**config.mk**
```make
export PLATFORM = sky130hd
export DESIGN_NAME = io_port_watchdog_timer
export DESIGN_NICKNAME = d
export VERILOG_FILES = /design/src/wdt_pkg.sv /design/src/wdt_tick_gen.sv /design/src/io_port_watchdog_timer.sv
export SDC_FILE = /design/constraint.sdc
export NUM_CORES = 1
export LEC_CHECK = 0
export ABC_AREA = 1
export ABC_CLOCK_PERIOD_IN_PS = 2000
export BUFFER_PORTS_ARGS = -buffer_cell sky130_fd_sc_hd__buf_2
export CAP_MARGIN = 20
export CORE_UTILIZATION = 35
export CTS_BUF_LIST = sky130_fd_sc_hd__clkbuf_4 sky130_fd_sc_hd__clkbuf_8 sky130_fd_sc_hd__clkbuf_16
export DETAILED_ROUTE_END_ITERATION = 10
export GPL_TIMING_DRIVEN = 0
export SETUP_SLACK_MARGIN = 0.3
export SYNTH_ARGS = -nofsm -noshare
export SYNTH_HDL_FRONTEND = slang
export SYNTH_SLANG_ARGS = --single-unit
export TNS_END_PERCENT = 100
```
**constraint.sdc**
```tcl
create_clock -name CORE_CLK -period 2 [get_ports CORE_CLK]
set_clock_uncertainty 0.15 [all_clocks]
set_input_delay 0 -clock CORE_CLK [delete_from_list [all_inputs] [get_ports CORE_CLK]]
set_output_delay 0 -clock CORE_CLK [all_outputs]
set_load 0.005 [all_outputs]
```
**src/wdt_pkg.sv**
```systemverilog
// Package for the I/O port watchdog timer: port address, field widths,
// interval limits and the derived one-second tick count.
// Assumes a 50 MHz core clock.
package wdt_pkg;
  localparam logic [15:0] WDT_PORT_ADDR = 16'h0443;
  localparam int DATA_W = 8;
  localparam int SEC_W = 6;
  localparam logic [SEC_W-1:0] INTERVAL_MIN = 6'h01;
  localparam logic [SEC_W-1:0] INTERVAL_MAX = 6'h3F;
  localparam logic [SEC_W-1:0] INTERVAL_ZERO = 6'h00;
  localparam int CLK_HZ = 50000000;
  localparam int TICK_PERIOD_MS = 1000;
  localparam int TICK_CYCLES = CLK_HZ / 1000 * TICK_PERIOD_MS;
  localparam int TICK_W = 26;
  localparam logic [TICK_W-1:0] TICK_ZERO = 26'h0000000;
  localparam logic [TICK_W-1:0] TICK_ONE = 26'h0000001;
  localparam logic [DATA_W-1:0] READ_FILL = 8'h00;
  localparam int ACT_PULSE_CYCLES = 16;
  localparam logic [4:0] ACT_ZERO = 5'h00;
  localparam logic [4:0] ACT_ONE = 5'h01;
  typedef enum logic [1:0] {
    ST_IDLE = 2'b00,
    ST_ARMED = 2'b01,
    ST_FIRE = 2'b10
  } wdt_state_e;
endpackage

```
**src/wdt_tick_gen.sv**
```systemverilog
// One-second tick generator for the watchdog countdown.
// Assumes a synchronous active-low reset on the core clock.
module wdt_tick_gen #(
  parameter int TICK_CYCLES = wdt_pkg::TICK_CYCLES
) (
  input wire logic clk,
  input wire logic resetn,
  input wire logic restart,
  output logic tick
);
  logic [wdt_pkg::TICK_W-1:0] cnt_r;
  logic [wdt_pkg::TICK_W-1:0] cnt_nxt;
  logic [wdt_pkg::TICK_W-1:0] last;

  assign last = wdt_pkg::TICK_W'(TICK_CYCLES - 1);

  // Restart realigns the second so a refresh always gets full seconds.
  always_comb begin
    cnt_nxt = cnt_r + wdt_pkg::TICK_ONE;
    if (restart || cnt_r == last) begin
      cnt_nxt = wdt_pkg::TICK_ZERO;
    end
  end

  always_ff @(posedge clk) begin
    if (!resetn) begin
      cnt_r <= wdt_pkg::TICK_ZERO;
    end else begin
      cnt_r <= cnt_nxt;
    end
  end

  assign tick = (cnt_r == last) && !restart;
endmodule

```
**src/io_port_watchdog_timer.sv**
```systemverilog
// Watchdog timer reached through one byte-wide host I/O port.
// Assumes host strobes are one-cycle pulses on CORE_CLK with the address
// and data valid in the same cycle.
module io_port_watchdog_timer #(
  parameter int TICK_CYCLES = wdt_pkg::TICK_CYCLES
) (
  input wire logic CORE_CLK,
  input wire logic RESETN,
  input wire logic [15:0] IO_ADDR,
  input wire logic IO_WR,
  input wire logic IO_RD,
  input wire logic [7:0] IO_WDATA,
  output logic [7:0] IO_RDATA,
  output logic IO_HIT,
  input wire logic ACTION_IRQ,
  output logic CPU_RESET,
  output logic WDT_IRQ,
  output logic WDT_ARMED
);
  // ==========================================================
  // Port decode
  logic hit;
  logic wr_hit;
  logic rd_hit;
  logic tick;

  assign hit = (IO_ADDR == wdt_pkg::WDT_PORT_ADDR);
  assign wr_hit = hit && IO_WR;
  assign rd_hit = hit && IO_RD && !IO_WR;
  assign IO_HIT = hit && (IO_WR || IO_RD);

  // ==========================================================
  // Action select synchroniser
  // The action strap is a board pin with no relation to CORE_CLK, so it
  // passes three flops and only a value seen twice in a row is taken.
  logic [2:0] act_sync_r;
  logic [2:0] act_sync_nxt;
  logic irq_pin_r;
  logic irq_pin_nxt;

  always_comb begin
    act_sync_nxt = {act_sync_r[1:0], ACTION_IRQ};
    irq_pin_nxt = irq_pin_r;
    if (act_sync_r[1] == act_sync_r[2]) begin
      irq_pin_nxt = act_sync_r[2];
    end
  end

  always_ff @(posedge CORE_CLK) begin
    if (!RESETN) begin
      act_sync_r <= 3'h0;
      irq_pin_r <= 1'h0;
    end else begin
      act_sync_r <= act_sync_nxt;
      irq_pin_r <= irq_pin_nxt;
    end
  end

  // ==========================================================
  // Countdown state
  wdt_pkg::wdt_state_e state_r;
  wdt_pkg::wdt_state_e state_nxt;
  logic [wdt_pkg::SEC_W-1:0] secs_r;
  logic [wdt_pkg::SEC_W-1:0] secs_nxt;
  logic [4:0] act_r;
  logic [4:0] act_nxt;
  logic irq_sel_r;
  logic irq_sel_nxt;
  logic [wdt_pkg::SEC_W-1:0] wcode;

  // Codes above 3F fold into six bits; code 00 is treated as disarm since
  // no zero-second interval exists.
  assign wcode = IO_WDATA[wdt_pkg::SEC_W-1:0];

  wdt_tick_gen #(.TICK_CYCLES(TICK_CYCLES)) u_tick (
    .clk(CORE_CLK),
    .resetn(RESETN),
    .restart(wr_hit),
    .tick(tick)
  );

  always_comb begin
    state_nxt = state_r;
    secs_nxt = secs_r;
    act_nxt = act_r;
    irq_sel_nxt = irq_sel_r;
    unique case (state_r)
      wdt_pkg::ST_IDLE: begin
        act_nxt = wdt_pkg::ACT_ZERO;
      end
      wdt_pkg::ST_ARMED: begin
        if (tick) begin
          secs_nxt = secs_r - wdt_pkg::INTERVAL_MIN;
          if (secs_r == wdt_pkg::INTERVAL_MIN) begin
            state_nxt = wdt_pkg::ST_FIRE;
            act_nxt = 5'(wdt_pkg::ACT_PULSE_CYCLES - 1);
            irq_sel_nxt = irq_pin_r;
          end
        end
      end
      wdt_pkg::ST_FIRE: begin
        act_nxt = act_r - wdt_pkg::ACT_ONE;
        if (act_r == wdt_pkg::ACT_ZERO) begin
          state_nxt = wdt_pkg::ST_IDLE;
        end
      end
      default: begin
        state_nxt = wdt_pkg::ST_IDLE;
      end
    endcase
    // A write takes priority over a pending expiry so a late refresh wins.
    if (wr_hit) begin
      secs_nxt = wcode;
      act_nxt = wdt_pkg::ACT_ZERO;
      if (wcode == wdt_pkg::INTERVAL_ZERO) begin
        state_nxt = wdt_pkg::ST_IDLE;
      end else begin
        state_nxt = wdt_pkg::ST_ARMED;
      end
    end else if (rd_hit) begin
      state_nxt = wdt_pkg::ST_IDLE;
      act_nxt = wdt_pkg::ACT_ZERO;
    end
  end

  always_ff @(posedge CORE_CLK) begin
    if (!RESETN) begin
      state_r <= wdt_pkg::ST_IDLE;
      secs_r <= wdt_pkg::INTERVAL_ZERO;
      act_r <= wdt_pkg::ACT_ZERO;
      irq_sel_r <= 1'b0;
    end else begin
      state_r <= state_nxt;
      secs_r <= secs_nxt;
      act_r <= act_nxt;
      irq_sel_r <= irq_sel_nxt;
    end
  end

  // ==========================================================
  // Outputs
  // The action and status pins are registered from the next state so a
  // CPU reset line never sees decode glitches between state bits.
  logic [7:0] rdata_r;
  logic [7:0] rdata_nxt;
  logic cpu_rst_r;
  logic cpu_rst_nxt;
  logic irq_r;
  logic irq_nxt;
  logic armed_r;
  logic armed_nxt;

  always_comb begin
    rdata_nxt = wdt_pkg::READ_FILL;
    if (rd_hit) begin
      rdata_nxt = {2'b00, secs_r};
    end
    cpu_rst_nxt = (state_nxt == wdt_pkg::ST_FIRE) && !irq_sel_nxt;
    irq_nxt = (state_nxt == wdt_pkg::ST_FIRE) && irq_sel_nxt;
    armed_nxt = (state_nxt == wdt_pkg::ST_ARMED);
  end

  always_ff @(posedge CORE_CLK) begin
    if (!RESETN) begin
      rdata_r <= wdt_pkg::READ_FILL;
      cpu_rst_r <= 1'b0;
      irq_r <= 1'b0;
      armed_r <= 1'b0;
    end else begin
      rdata_r <= rdata_nxt;
      cpu_rst_r <= cpu_rst_nxt;
      irq_r <= irq_nxt;
      armed_r <= armed_nxt;
    end
  end

  assign IO_RDATA = rdata_r;
  assign CPU_RESET = cpu_rst_r;
  assign WDT_IRQ = irq_r;
  assign WDT_ARMED = armed_r;

  // ==========================================================
  // Checks
  write_arms_a: assert property (
    @(posedge CORE_CLK) disable iff (!RESETN)
    wr_hit && wcode != wdt_pkg::INTERVAL_ZERO |=>
    WDT_ARMED && secs_r == $past(wcode))
    else $error("write did not arm with interval");
  code_range_a: assert property (
    @(posedge CORE_CLK) disable iff (!RESETN)
    WDT_ARMED |-> secs_r >= wdt_pkg::INTERVAL_MIN)
    else $error("armed with zero interval");
  refresh_a: assert property (
    @(posedge CORE_CLK) disable iff (!RESETN)
    wr_hit && wcode != wdt_pkg::INTERVAL_ZERO |=> !CPU_RESET && !WDT_IRQ)
    else $error("refresh did not restart");
  read_off_a: assert property (
    @(posedge CORE_CLK) disable iff (!RESETN)
    rd_hit |=> !WDT_ARMED && !CPU_RESET && !WDT_IRQ)
    else $error("read did not disable");
  read_data_a: assert property (
    @(posedge CORE_CLK) disable iff (!RESETN)
    rd_hit |=> IO_RDATA == {2'b00, $past(secs_r)})
    else $error("read data is not the remaining time");
  expire_a: assert property (
    @(posedge CORE_CLK) disable iff (!RESETN)
    WDT_ARMED && tick && secs_r == wdt_pkg::INTERVAL_MIN && !IO_WR && !IO_RD
    |=> CPU_RESET != WDT_IRQ)
    else $error("expiry gave no action");
  one_action_a: assert property (
    @(posedge CORE_CLK) disable iff (!RESETN)
    !(CPU_RESET && WDT_IRQ))
    else $error("both actions at once");
  fire_source_a: assert property (
    @(posedge CORE_CLK) disable iff (!RESETN)
    ($rose(CPU_RESET) || $rose(WDT_IRQ)) |-> $past(WDT_ARMED))
    else $error("action raised while not armed");
  pulse_end_a: assert property (
    @(posedge CORE_CLK) disable iff (!RESETN)
    state_r == wdt_pkg::ST_FIRE && act_r == wdt_pkg::ACT_ZERO && !wr_hit
    |=> !CPU_RESET && !WDT_IRQ)
    else $error("action pulse did not end");
  only_tick_a: assert property (
    @(posedge CORE_CLK) disable iff (!RESETN)
    WDT_ARMED && !tick && !IO_HIT |=> $stable(secs_r))
    else $error("countdown moved without tick");
  reset_idle_a: assert property (
    @(posedge CORE_CLK)
    !RESETN |=> !WDT_ARMED && !CPU_RESET && !WDT_IRQ)
    else $error("not disarmed after reset");
  cov_refresh_c: cover property (@(posedge CORE_CLK) disable iff (!RESETN)
    WDT_ARMED && wr_hit);
  cov_reset_c: cover property (@(posedge CORE_CLK) disable iff (!RESETN)
    $rose(CPU_RESET));
  cov_irq_c: cover property (@(posedge CORE_CLK) disable iff (!RESETN)
    $rose(WDT_IRQ));
  cov_disable_c: cover property (@(posedge CORE_CLK) disable iff (!RESETN)
    WDT_ARMED && rd_hit);
endmodule

```
==> results.py, run 1 <==
metrics = {
    "sta": {
        "final.min_clock_period_ns": 1.76,
        "fin_tns_setup_ns": 0,
        "slew_viol_final": 0,
        "fmax_mhz": 569,
        "fin_crit_sh": 0.879,
        "worst_slack_ns": 0.243,
        "final-setup-viol-count": 0,
        "worst_pin_slew_ns": 0.639,
        "grt_setup_unrepaired": "true",
        "slew_headroom": 0.570,
        "hold_viol_final": 0,
    },
    "logic_synthesis": {
        "synthSimpleGateAreaFrac": 0.409,
        "yosysWarnings": 0,
        "synth_edf_count": 0,
        "synth.ff_latch_count": 53,
        "synth_flop_cell": "dfxtp_1",
        "syn-cell-area_um2": 3040,
        "syn_area_per_cell_um2": 6.90,
        "synth_fa_ha_area_frac": 0.0370,
        "synthMuxAreaShare": 0,
        "synth-async-reset-ratio": 0,
        "synth_compound_area_frac": 0.0765,
        "synth_cell_types": 39,
        "ys_seq_area_frac": 0.349,
        "synth_top_family_by_area": "simple AND/OR/NAND/NOR gates",
        "synth_xor_area_frac": 0.0317,
        "syn-instance-count": 441,
    },
    "global_route": {
        "grt_usage": 0.158,
        "grt-ovfl-total": 0,
        "antenna_found_initial": 0,
        "grt_max_degree": 17,
        "grt_pass1_wl_mm": 11.4,
        "grt_pass1_vias": 2628,
    },
    "critical_path": {
        "required_ns": 2.10,
        "cp_cell_sequence": "ha_4, nand3_4, nor2_4, nand3_4, nor2_8, nand4_4, a21oi_4, nand3_2, nor2_2",
        "cp_slowest_cell": "dfxtp_4",
        "cp-start-kind": "flop",
        "critPathMostFrequentCell": "nand3_4",
        "critPathMaxFanout": 5,
        "endpoint_kind": "flop",
        "crit_type": "reg -> reg",
        "crit_arrival_ns": 1.85,
        "cpPeakStageDelay_ns": 0.37,
    },
    "routing": {
        "wl_per_cell_um": 11.4,
        "drt_wl_total_mm": 7.11,
        "dr.first_iter.drc_count": 105,
        "vias": 2991,
        "post-route-drc-count": 0,
        "postRouteAntennaNets": 0,
        "via_per_inst": 4.82,
        "first_pass_iters": 5,
    },
    "die": {
        "coreArea_um2": 8300,
        "ios": 41,
        "fp.dieW_um": 95.2,
        "die_area_um2": 9070,
        "std_cell_rows": 33,
        "start_util": 0.367,
        "die_h_um": 95.2,
    },
    "min_path": {
        "hold_class": "in -> reg",
    },
    "power_and_ir_drop": {
        "leakage_nw": 1.78,
        "seqPwrFrac": 0.548,
        "p_switching_mw": 0.441,
        "power_frac_comb": 0.074,
        "powerDensity_nw_per_um2": 470,
        "p_int_mw": 1.51,
        "switching_share": 0.226,
        "p_clk_frac": 0.378,
        "ir_worst_vdd_mv": 0.251,
    },
    "clock_tree": {
        "clk_path_buf_depth": 2,
        "clkLatencyLatePin_ns": 0.31,
        "clk_pin_slew_worst_paths_ns": 0.10,
        "cts_root_buf": "clkbuf_8",
        "cts_tree": "done",
        "clock_sinks": 53,
        "cts_inserted_buffers": 5,
        "htreeDepth": 2,
    },
    "placement": {
        "dp_slack_ns": 0.0720,
        "placed_cell_area_um2": 3360,
        "gp_congestion": 0.818,
        "hpwl_mm": 4.93,
        "portBuffers": 36,
    },
    "run": {
        "max_cap_viol_count": 0,
    },
    "final_layout": {
        "layout_commonest_cell": "nand2_1",
        "num_antenna_cells": 0,
        "n_fill_cell": 802,
        "stdcell_area_um2": 4150,
        "drive_above_1_share": 0.364,
        "mostFrequentLayoutCells": "nand2_1, inv_1, nor2_1, buf_2, dfxtp_1",
        "nets": 554,
        "area_growth_pct": 36.5,
    },
    "status": {
        "status": "completed",
    },
}
[power by group through the flow]
stage	Combinational (mW)	Sequential, mW	Clock [mW]
6_report	0.145	1.07	0.738
3_5_place_dp	0.0878	1.09	0
4_1_cts	0.120	1.07	0.760
3_3_place_gp	0.0852	1.09	0
5_1_grt	0.161	1.07	0.804
2_1_floorplan	0.0456	1.09	0
[metrics by stage]
stage	std cells	hold WS, ns	util	power [mW]
2_1_floorplan	442	-0.0524	-	1.14
3_3_place_gp	583	0.0515	0.405	1.18
3_5_place_dp	583	0.0534	0.405	1.18
4_1_cts	611	0.0558	0.450	1.95
5_1_grt	621	0.106	0.500	2.04
6_report	621	0.0499	0.500	1.95
[final timing paths]
path	from	end	slack, ns	cells past startpoint
hold / removal	IO_RD	act_r[1]$_SDFFE_PP0P_	0.05	6
hold reg to reg	act_sync_r[0]$_SDFF_PN0_	act_sync_r[1]$_SDFF_PN0_	0.28	2
setup / recovery	u_tick.cnt_r[1]$_SDFF_PP0_	WDT_IRQ$_SDFF_PN0_	0.24	9
setup reg to reg	u_tick.cnt_r[1]$_SDFF_PP0_	WDT_IRQ$_SDFF_PN0_	0.24	9
[worst max-delay path, delay by kind of cell (launching register included)]
kind	cells	cell delay (ns)
adders and majority gates	1	0.14
AOI/OAI and AO/OA	1	0.20
and+or+nand+nor	7	0.82
DFF	1	0.37
[Yosys cell counts, drive strengths merged, types with 2 or more instances]
master    n  area, µm²
a31oi     7       43.8
nand4    14        100
nand3    33        215
ha        9        113
xnor2     2       17.5
nand2   103        404
a21oi    19        103
nor2     81        368
inv      66        250
or2       4       25.0
xor2      9       78.8
buf       5       36.3
dfxtp    53       1060
nor3     17        111
o21ai    10       50.1
[state kept, by name (all words and copies together), names as in the netlist]
signal        count
u_tick.cnt_r     26
IO_RDATA          6
secs_r            6
act_r             5
act_sync_r        3
state_r           2
CPU_RESET         1
WDT_ARMED         1
WDT_IRQ           1
irq_pin_r         1
irq_sel_r         1
[cell families after synthesis]
logic type,count (synthesis)
buffers and inverters,72
flip-flops,53
AND/OR/NAND/NOR,255
AO/OA/AOI/OAI,40
adder cells (fa/ha/maj),9
XOR/XNOR,11
other,1
[layout make-up]
cell class                      count  area, µm²  area share
Tap cell                          105        131      0.0316
Clock buffer                        5       68.8      0.0166
Timing Repair inverter              1       8.76     0.00211
Sequential cell                    53       1090       0.264
Clock inverter                      2       38.8     0.00934
Buffer                              5       42.5      0.0102
Inverter                           67        267      0.0642
Timing Repair Buffer               66        487       0.117
Multi-Input combinational cell    317       2010       0.485
[per-layer routing]
| metal | up-vias | share of wire | global-route usage |
|---|---|---|---|
| met2 | 61 | 0.51 | 0.285 |
| met5 | - | 0 | 0 |
| li1 | 1553 | - | - |
| met4 | 0 | 0.014 | 0.0379 |
| met1 | 1365 | 0.45 | 0.196 |
| met3 | 12 | 0.028 | 0.0239 |
[repair_timing]
| action | in CTS | in global routing |
|---|---|---|
| buffers inserted | 11 | 8 |
| hold buffers | 10 | 0 |
| setup endpoints to repair | 43 | 43 |
| pin swaps | 5 | 25 |
| cloned | 0 | 2 |
| hold endpoints to repair | 21 | 0 |
| gates resized for setup | 21 | 96 |
Note: power is estimated with default switching activity, not from simulation.
==> inputs of run 2 (changes only) <==
==> constraint.sdc (replaced) <==
create_clock -name CORE_CLK -period 2 [get_ports CORE_CLK]
set_clock_uncertainty 0.15 [all_clocks]
set_input_delay 0.1 -clock CORE_CLK [delete_from_list [all_inputs] [get_ports CORE_CLK]]
set_output_delay 0.1 -clock CORE_CLK [all_outputs]
set_load 0.005 [all_outputs]
==> run 2 against run 1 <==
Compared with the run above:
- design area shrank 0.96%
- critical path depth did not move
- combinational power decreased by 4%
- hold slack worse by 0.048 ns
- largest cell class unchanged
==> results.py, run 2 (synthesis gave the netlist of run 1 again) <==
metrics = {
    "placement": {
        "gp_congestion": 0.818,
        "placed_cell_area_um2": 3360,
        "hpwl_mm": 4.93,
        "portBuffers": 36,
    },
    "clock_tree": {
        "cts_tree": "done",
        "cts_inserted_buffers": 5,
        "clkLatencyLatePin_ns": 0.31,
        "clk_path_buf_depth": 2,
        "htreeDepth": 2,
        "cts_root_buf": "clkbuf_8",
        "clock_sinks": 53,
        "clk_pin_slew_worst_paths_ns": 0.10,
    },
    "critical_path": {
        "critPathMostFrequentCell": "nand3_4",
        "cpPeakStageDelay_ns": 0.37,
        "crit_type": "reg -> reg",
        "cp-start-kind": "flop",
        "regToRegStartpoint": "u_tick.cnt_r[1]$_SDFF_PP0_",
        "required_ns": 2.09,
        "r2r_slack_ns": 0.24,
        "critPathBufInv": 0,
        "endpoint_kind": "flop",
        "startpoint": "u_tick.cnt_r[1]$_SDFF_PP0_",
        "crit_arrival_ns": 1.85,
        "cp_cell_sequence": "ha_4, nand3_4, nor2_4, nand3_4, nor2_8, nand4_4, a21oi_4, nand3_2, nor2_2",
        "critPathMaxFanout": 5,
        "cp_slowest_cell": "dfxtp_4",
        "cp_top_family": "simple AND/OR/NAND/NOR gates",
    },
    "routing": {
        "dr.first_iter.drc_count": 99,
        "drt_wl_total_mm": 7.11,
        "vias": 2974,
        "via_per_inst": 4.82,
        "wl_per_cell_um": 11.5,
        "postRouteAntennaNets": 0,
        "first_pass_iters": 5,
        "post-route-drc-count": 0,
    },
    "die": {
        "start_util": 0.367,
        "std_cell_rows": 33,
        "coreArea_um2": 8300,
        "die_h_um": 95.2,
        "die_area_um2": 9070,
        "ios": 41,
        "fp.dieW_um": 95.2,
    },
    "sta": {
        "fmax_mhz": 569,
        "final-setup-viol-count": 0,
        "final.min_clock_period_ns": 1.76,
        "slew_headroom": 0.570,
        "fin_tns_setup_ns": 0,
        "grt_setup_unrepaired": "true",
        "slew_viol_final": 0,
        "fin_crit_sh": 0.879,
        "hold_viol_final": 0,
        "worst_pin_slew_ns": 0.639,
    },
    "min_path": {
        "hold_class": "in -> reg",
        "worstHoldStart": "RESETN",
    },
    "global_route": {
        "grt_pass1_wl_mm": 11.4,
        "grt_max_degree": 17,
        "antenna_found_initial": 0,
        "grt_usage": 0.158,
        "grt_pass1_vias": 2629,
        "grt-ovfl-total": 0,
    },
    "final_layout": {
        "largest-register": "u_tick.cnt_r",
        "nets": 550,
        "mostFrequentLayoutCells": "nand2_1, inv_1, nor2_1, buf_2, dfxtp_1",
        "layout_commonest_cell": "nand2_1",
        "num_antenna_cells": 0,
        "area_growth_pct": 35.2,
        "seq_area_um2": 1090,
        "drive_above_1_share": 0.367,
        "multi_input_comb_area_um2": 2010,
        "n_fill_cell": 806,
        "largest_reg_flops": 26,
        "stdcell_area_um2": 4110,
    },
    "power_and_ir_drop": {
        "ir_worst_vdd_mv": 0.249,
        "powerDensity_nw_per_um2": 473,
        "leakage_nw": 1.77,
    },
    "status": {
        "status": "completed",
    },
    "run": {
        "max_cap_viol_count": 0,
    },
}
[run 2: final cells by class]
cell class,count,share of cell area
Clock inverter,2,0.00943
Tap cell,105,0.0319
Timing Repair inverter,1,0.00213
Clock buffer,5,0.0167
Multi-Input combinational cell,317,0.490
Inverter,67,0.0648
Timing Repair Buffer,62,0.109
Sequential cell,53,0.266
Buffer,5,0.0103
[run 2: path summary, 6_finish.rpt]
kind                            cells past startpoint                  endpoint
worst max-delay path                                9        WDT_IRQ$_SDFF_PN0_
worst min-delay path                                3    secs_r[1]$_SDFFE_PN0P_
worst max register to register                      9        WDT_IRQ$_SDFF_PN0_
worst min register to register                      2  act_sync_r[1]$_SDFF_PN0_
[run 2: stage by stage]
stage               instances   util  hold WS, ns  setup WS (ns)  power [mW]
finish                    617  0.496      0.00216          0.242        1.95
global route              617  0.496      0.00720          0.142        2.03
CTS                       607  0.445      0.00357          0.215        1.94
detailed placement        583  0.405        0.153         0.0720        1.18
global placement          583  0.405        0.151         0.0836        1.18
floorplan                 442      -       0.0476          0.318        1.14
[run 2: layer usage]
layer  routed length (µm)  part of all wire  GRT usage
met5                    0                 0          0
met4                   97             0.014     0.0379
met3                  212             0.030     0.0239
met2                 3640              0.51      0.285
met1                 3160              0.44      0.196
[run 2: worst min-delay path, delay by kind of cell]
kind	cells	cell delay, ns
buf+inv	2	0.26
compound gates	1	0.06
[run 2: what timing repair did]
action / 4_1_cts / 5_1_grt
endpoints found under the setup margin: 43 / 43
pin swaps: 5 / 25
cloned: 0 / 2
setup buffers: 11 / 8
endpoints found under the hold margin: 6 / 0
resized for setup: 21 / 96
hold buffers: 6 / 0
[run 2: power breakdown]
group	total (mW)	internal [mW]	switching (mW)
clock	0.737	0.371	0.366
sequential	1.07	1.06	0.00837
combinational	0.139	0.0745	0.0647
total	1.95	1.51	0.439
==> inputs of run 3 (changes only) <==
--- a/config.mk
+++ b/config.mk
@@ -11,9 +11,9 @@
 export CAP_MARGIN = 20
 export CORE_UTILIZATION = 35
 export CTS_BUF_LIST = sky130_fd_sc_hd__clkbuf_4 sky130_fd_sc_hd__clkbuf_8 sky130_fd_sc_hd__clkbuf_16
+export CTS_CLUSTER_DIAMETER = 150
 export DETAILED_ROUTE_END_ITERATION = 10
 export GPL_TIMING_DRIVEN = 0
-export SETUP_SLACK_MARGIN = 0.3
 export SYNTH_ARGS = -nofsm -noshare
 export SYNTH_HDL_FRONTEND = slang
 export SYNTH_SLANG_ARGS = --single-unit
==> run 3 against run 2 <==
Compared with the run above:
- non-clock buffer count fell by 15
- design area fell by 12%
- final cell count fell by 2.4%
- setup slack got worse by 0.070 ns
- register-to-register slack got worse by 0.07 ns
- hold slack improved by 0.050 ns
- sequential share of layout area rose by 2.9 points
- flip-flop and latch count did not move
- global-route usage fell by 0.097 points
==> results.py, run 3 (synthesis gave the netlist of run 1 again) <==
metrics = {
    "status": {
        "status": "completed",
    },
    "final_layout": {
        "n_fill_cell": 887,
        "stdcell_count": 602,
        "largest-register": "u_tick.cnt_r",
        "drive_above_1_share": 0.203,
        "num_antenna_cells": 0,
        "layout_commonest_cell": "nand2_1",
        "largest_reg_flops": 26,
        "mostFrequentLayoutCells": "nand2_1, nor2_1, inv_1, dfxtp_1, buf_2",
        "nets": 534,
        "area_growth_pct": 18.7,
    },
    "routing": {
        "first_pass_iters": 4,
        "postRouteAntennaNets": 0,
        "dr.first_iter.drc_count": 99,
        "wl_per_cell_um": 10.9,
        "drt_wl_total_mm": 6.55,
        "post-route-drc-count": 0,
        "vias": 2833,
        "via_per_inst": 4.71,
    },
    "critical_path": {
        "cp_top_family": "simple AND/OR/NAND/NOR gates",
        "r2r_slack_ns": 0.17,
        "cp_slowest_cell": "dfxtp_4",
        "cp-start-kind": "flop",
        "critPathMostFrequentCell": "nand3_4",
        "critPathMaxFanout": 10,
        "cp_cell_sequence": "ha_4, nand3_4, nor2_4, nand3_4, nor2_8, nor3_4, buf_4, inv_4, buf_6, nor2_1",
        "endpoint_kind": "flop",
        "required_ns": 2.06,
        "crit_type": "reg -> reg",
        "critPathBufInv": 3,
        "cpPeakStageDelay_ns": 0.38,
        "crit_arrival_ns": 1.89,
    },
    "sta": {
        "hold_viol_final": 0,
        "fin_crit_sh": 0.914,
        "final-setup-viol-count": 0,
        "fmax_mhz": 547,
        "slew_viol_final": 0,
        "final.min_clock_period_ns": 1.83,
        "grt_setup_unrepaired": "true",
        "worst_slack_ns": 0.172,
    },
    "placement": {
        "dp_cells": 583,
        "portBuffers": 36,
        "hpwl_mm": 5.07,
        "gp_congestion": 0.826,
        "dp_slack_ns": -0.0176,
    },
    "clock_tree": {
        "clk_path_buf_depth": 2,
        "cts_inserted_buffers": 5,
        "clk_pin_slew_worst_paths_ns": 0.11,
        "clock_sinks": 53,
        "cts_root_buf": "clkbuf_8",
        "clkLatencyLatePin_ns": 0.32,
        "cts_tree": "done",
        "htreeDepth": 2,
    },
    "die": {
        "die_area_um2": 9070,
        "die_h_um": 95.2,
        "ios": 41,
        "fp.dieW_um": 95.2,
        "coreArea_um2": 8300,
        "std_cell_rows": 33,
        "start_util": 0.367,
    },
    "power_and_ir_drop": {
        "ir_worst_vdd_mv": 0.250,
        "leakage_nw": 1.58,
        "powerDensity_nw_per_um2": 541,
    },
    "global_route": {
        "grt_pass1_vias": 2639,
        "grt_pass1_wl_mm": 11.3,
        "grt-ovfl-total": 0,
        "grt_max_degree": 19,
        "grt_usage": 0.157,
        "antenna_found_initial": 0,
    },
    "run": {
        "max_cap_viol_count": 0,
    },
    "min_path": {
        "hold_class": "in -> reg",
    },
}
## run 3: changes by cell type in the layout (fill, tap and decap cells not counted), sizes merged
cell	before	now
buf	59	45
clkbuf	7	5
dlygate4sd3	6	7
## run 3: path summary, 6_finish.rpt
kind                                                  from                    endpoint  depth (start not counted)
worst max register to register  u_tick.cnt_r[0]$_SDFF_PP0_  u_tick.cnt_r[7]$_SDFF_PP0_                         10
worst min register to register    act_sync_r[0]$_SDFF_PN0_    act_sync_r[1]$_SDFF_PN0_                          2
worst max-delay path            u_tick.cnt_r[0]$_SDFF_PP0_  u_tick.cnt_r[7]$_SDFF_PP0_                         10
worst min-delay path                           IO_WDATA[1]      secs_r[1]$_SDFFE_PN0P_                          5
## run 3: worst min-delay path, cell delays in order
cell,delay [ns]
buf_2,0.09
nand2_1,0.05
o21ai_0,0.06
nor2_1,0.05
a211oi_2,0.13
## run 3: routing by layer
layer,track usage,up-vias,routed length (µm)
li1,-,1508,-
met1,0.188,1275,3070
met3,0.0279,7,201
met2,0.285,43,3190
met4,0.0455,0,87
met5,0,-,0
## run 3: cell type report
type	instances	area (µm²)	area share
clock buffers	5	68.8	0.0191
well taps	105	131	0.0364
clock inverters	3	50.0	0.0139
repair buffers	47	280	0.0776
inverters	67	254	0.0703
multi-input cells	317	1720	0.477
flip-flops and latches	53	1070	0.296
plain buffers	5	36.3	0.0100
## run 3: what timing repair did
action / 4_1_cts / 5_1_grt
endpoints found under the hold margin: 9 / 0
pin swaps: 1 / 2
setup endpoints to repair: 12 / 25
buffers inserted: 0 / 4
gates resized for setup: 1 / 9
hold buffers: 7 / 0
## run 3: power by group
part,leakage [nW],switching (mW),total [mW],internal [mW]
logic,1.09,0.0504,0.104,0.0535
clock network,0.0603,0.393,0.777,0.384
registers,0.429,0.00800,1.07,1.06
total,1.58,0.451,1.95,1.50
## run 3: stage by stage
step	setup TNS, ns	power (mW)	hold slack (ns)	utilization	area [µm²]
detailed placement	-0.0765	1.18	0.152	0.404	3360
global placement	0	1.18	0.149	0.404	3360
CTS	0	1.97	0.0471	0.428	3550
finish	0	1.95	0.0521	0.435	3610
global route	-0.0144	2.03	0.0966	0.435	3610
floorplan	0	1.14	0.0476	-	3050
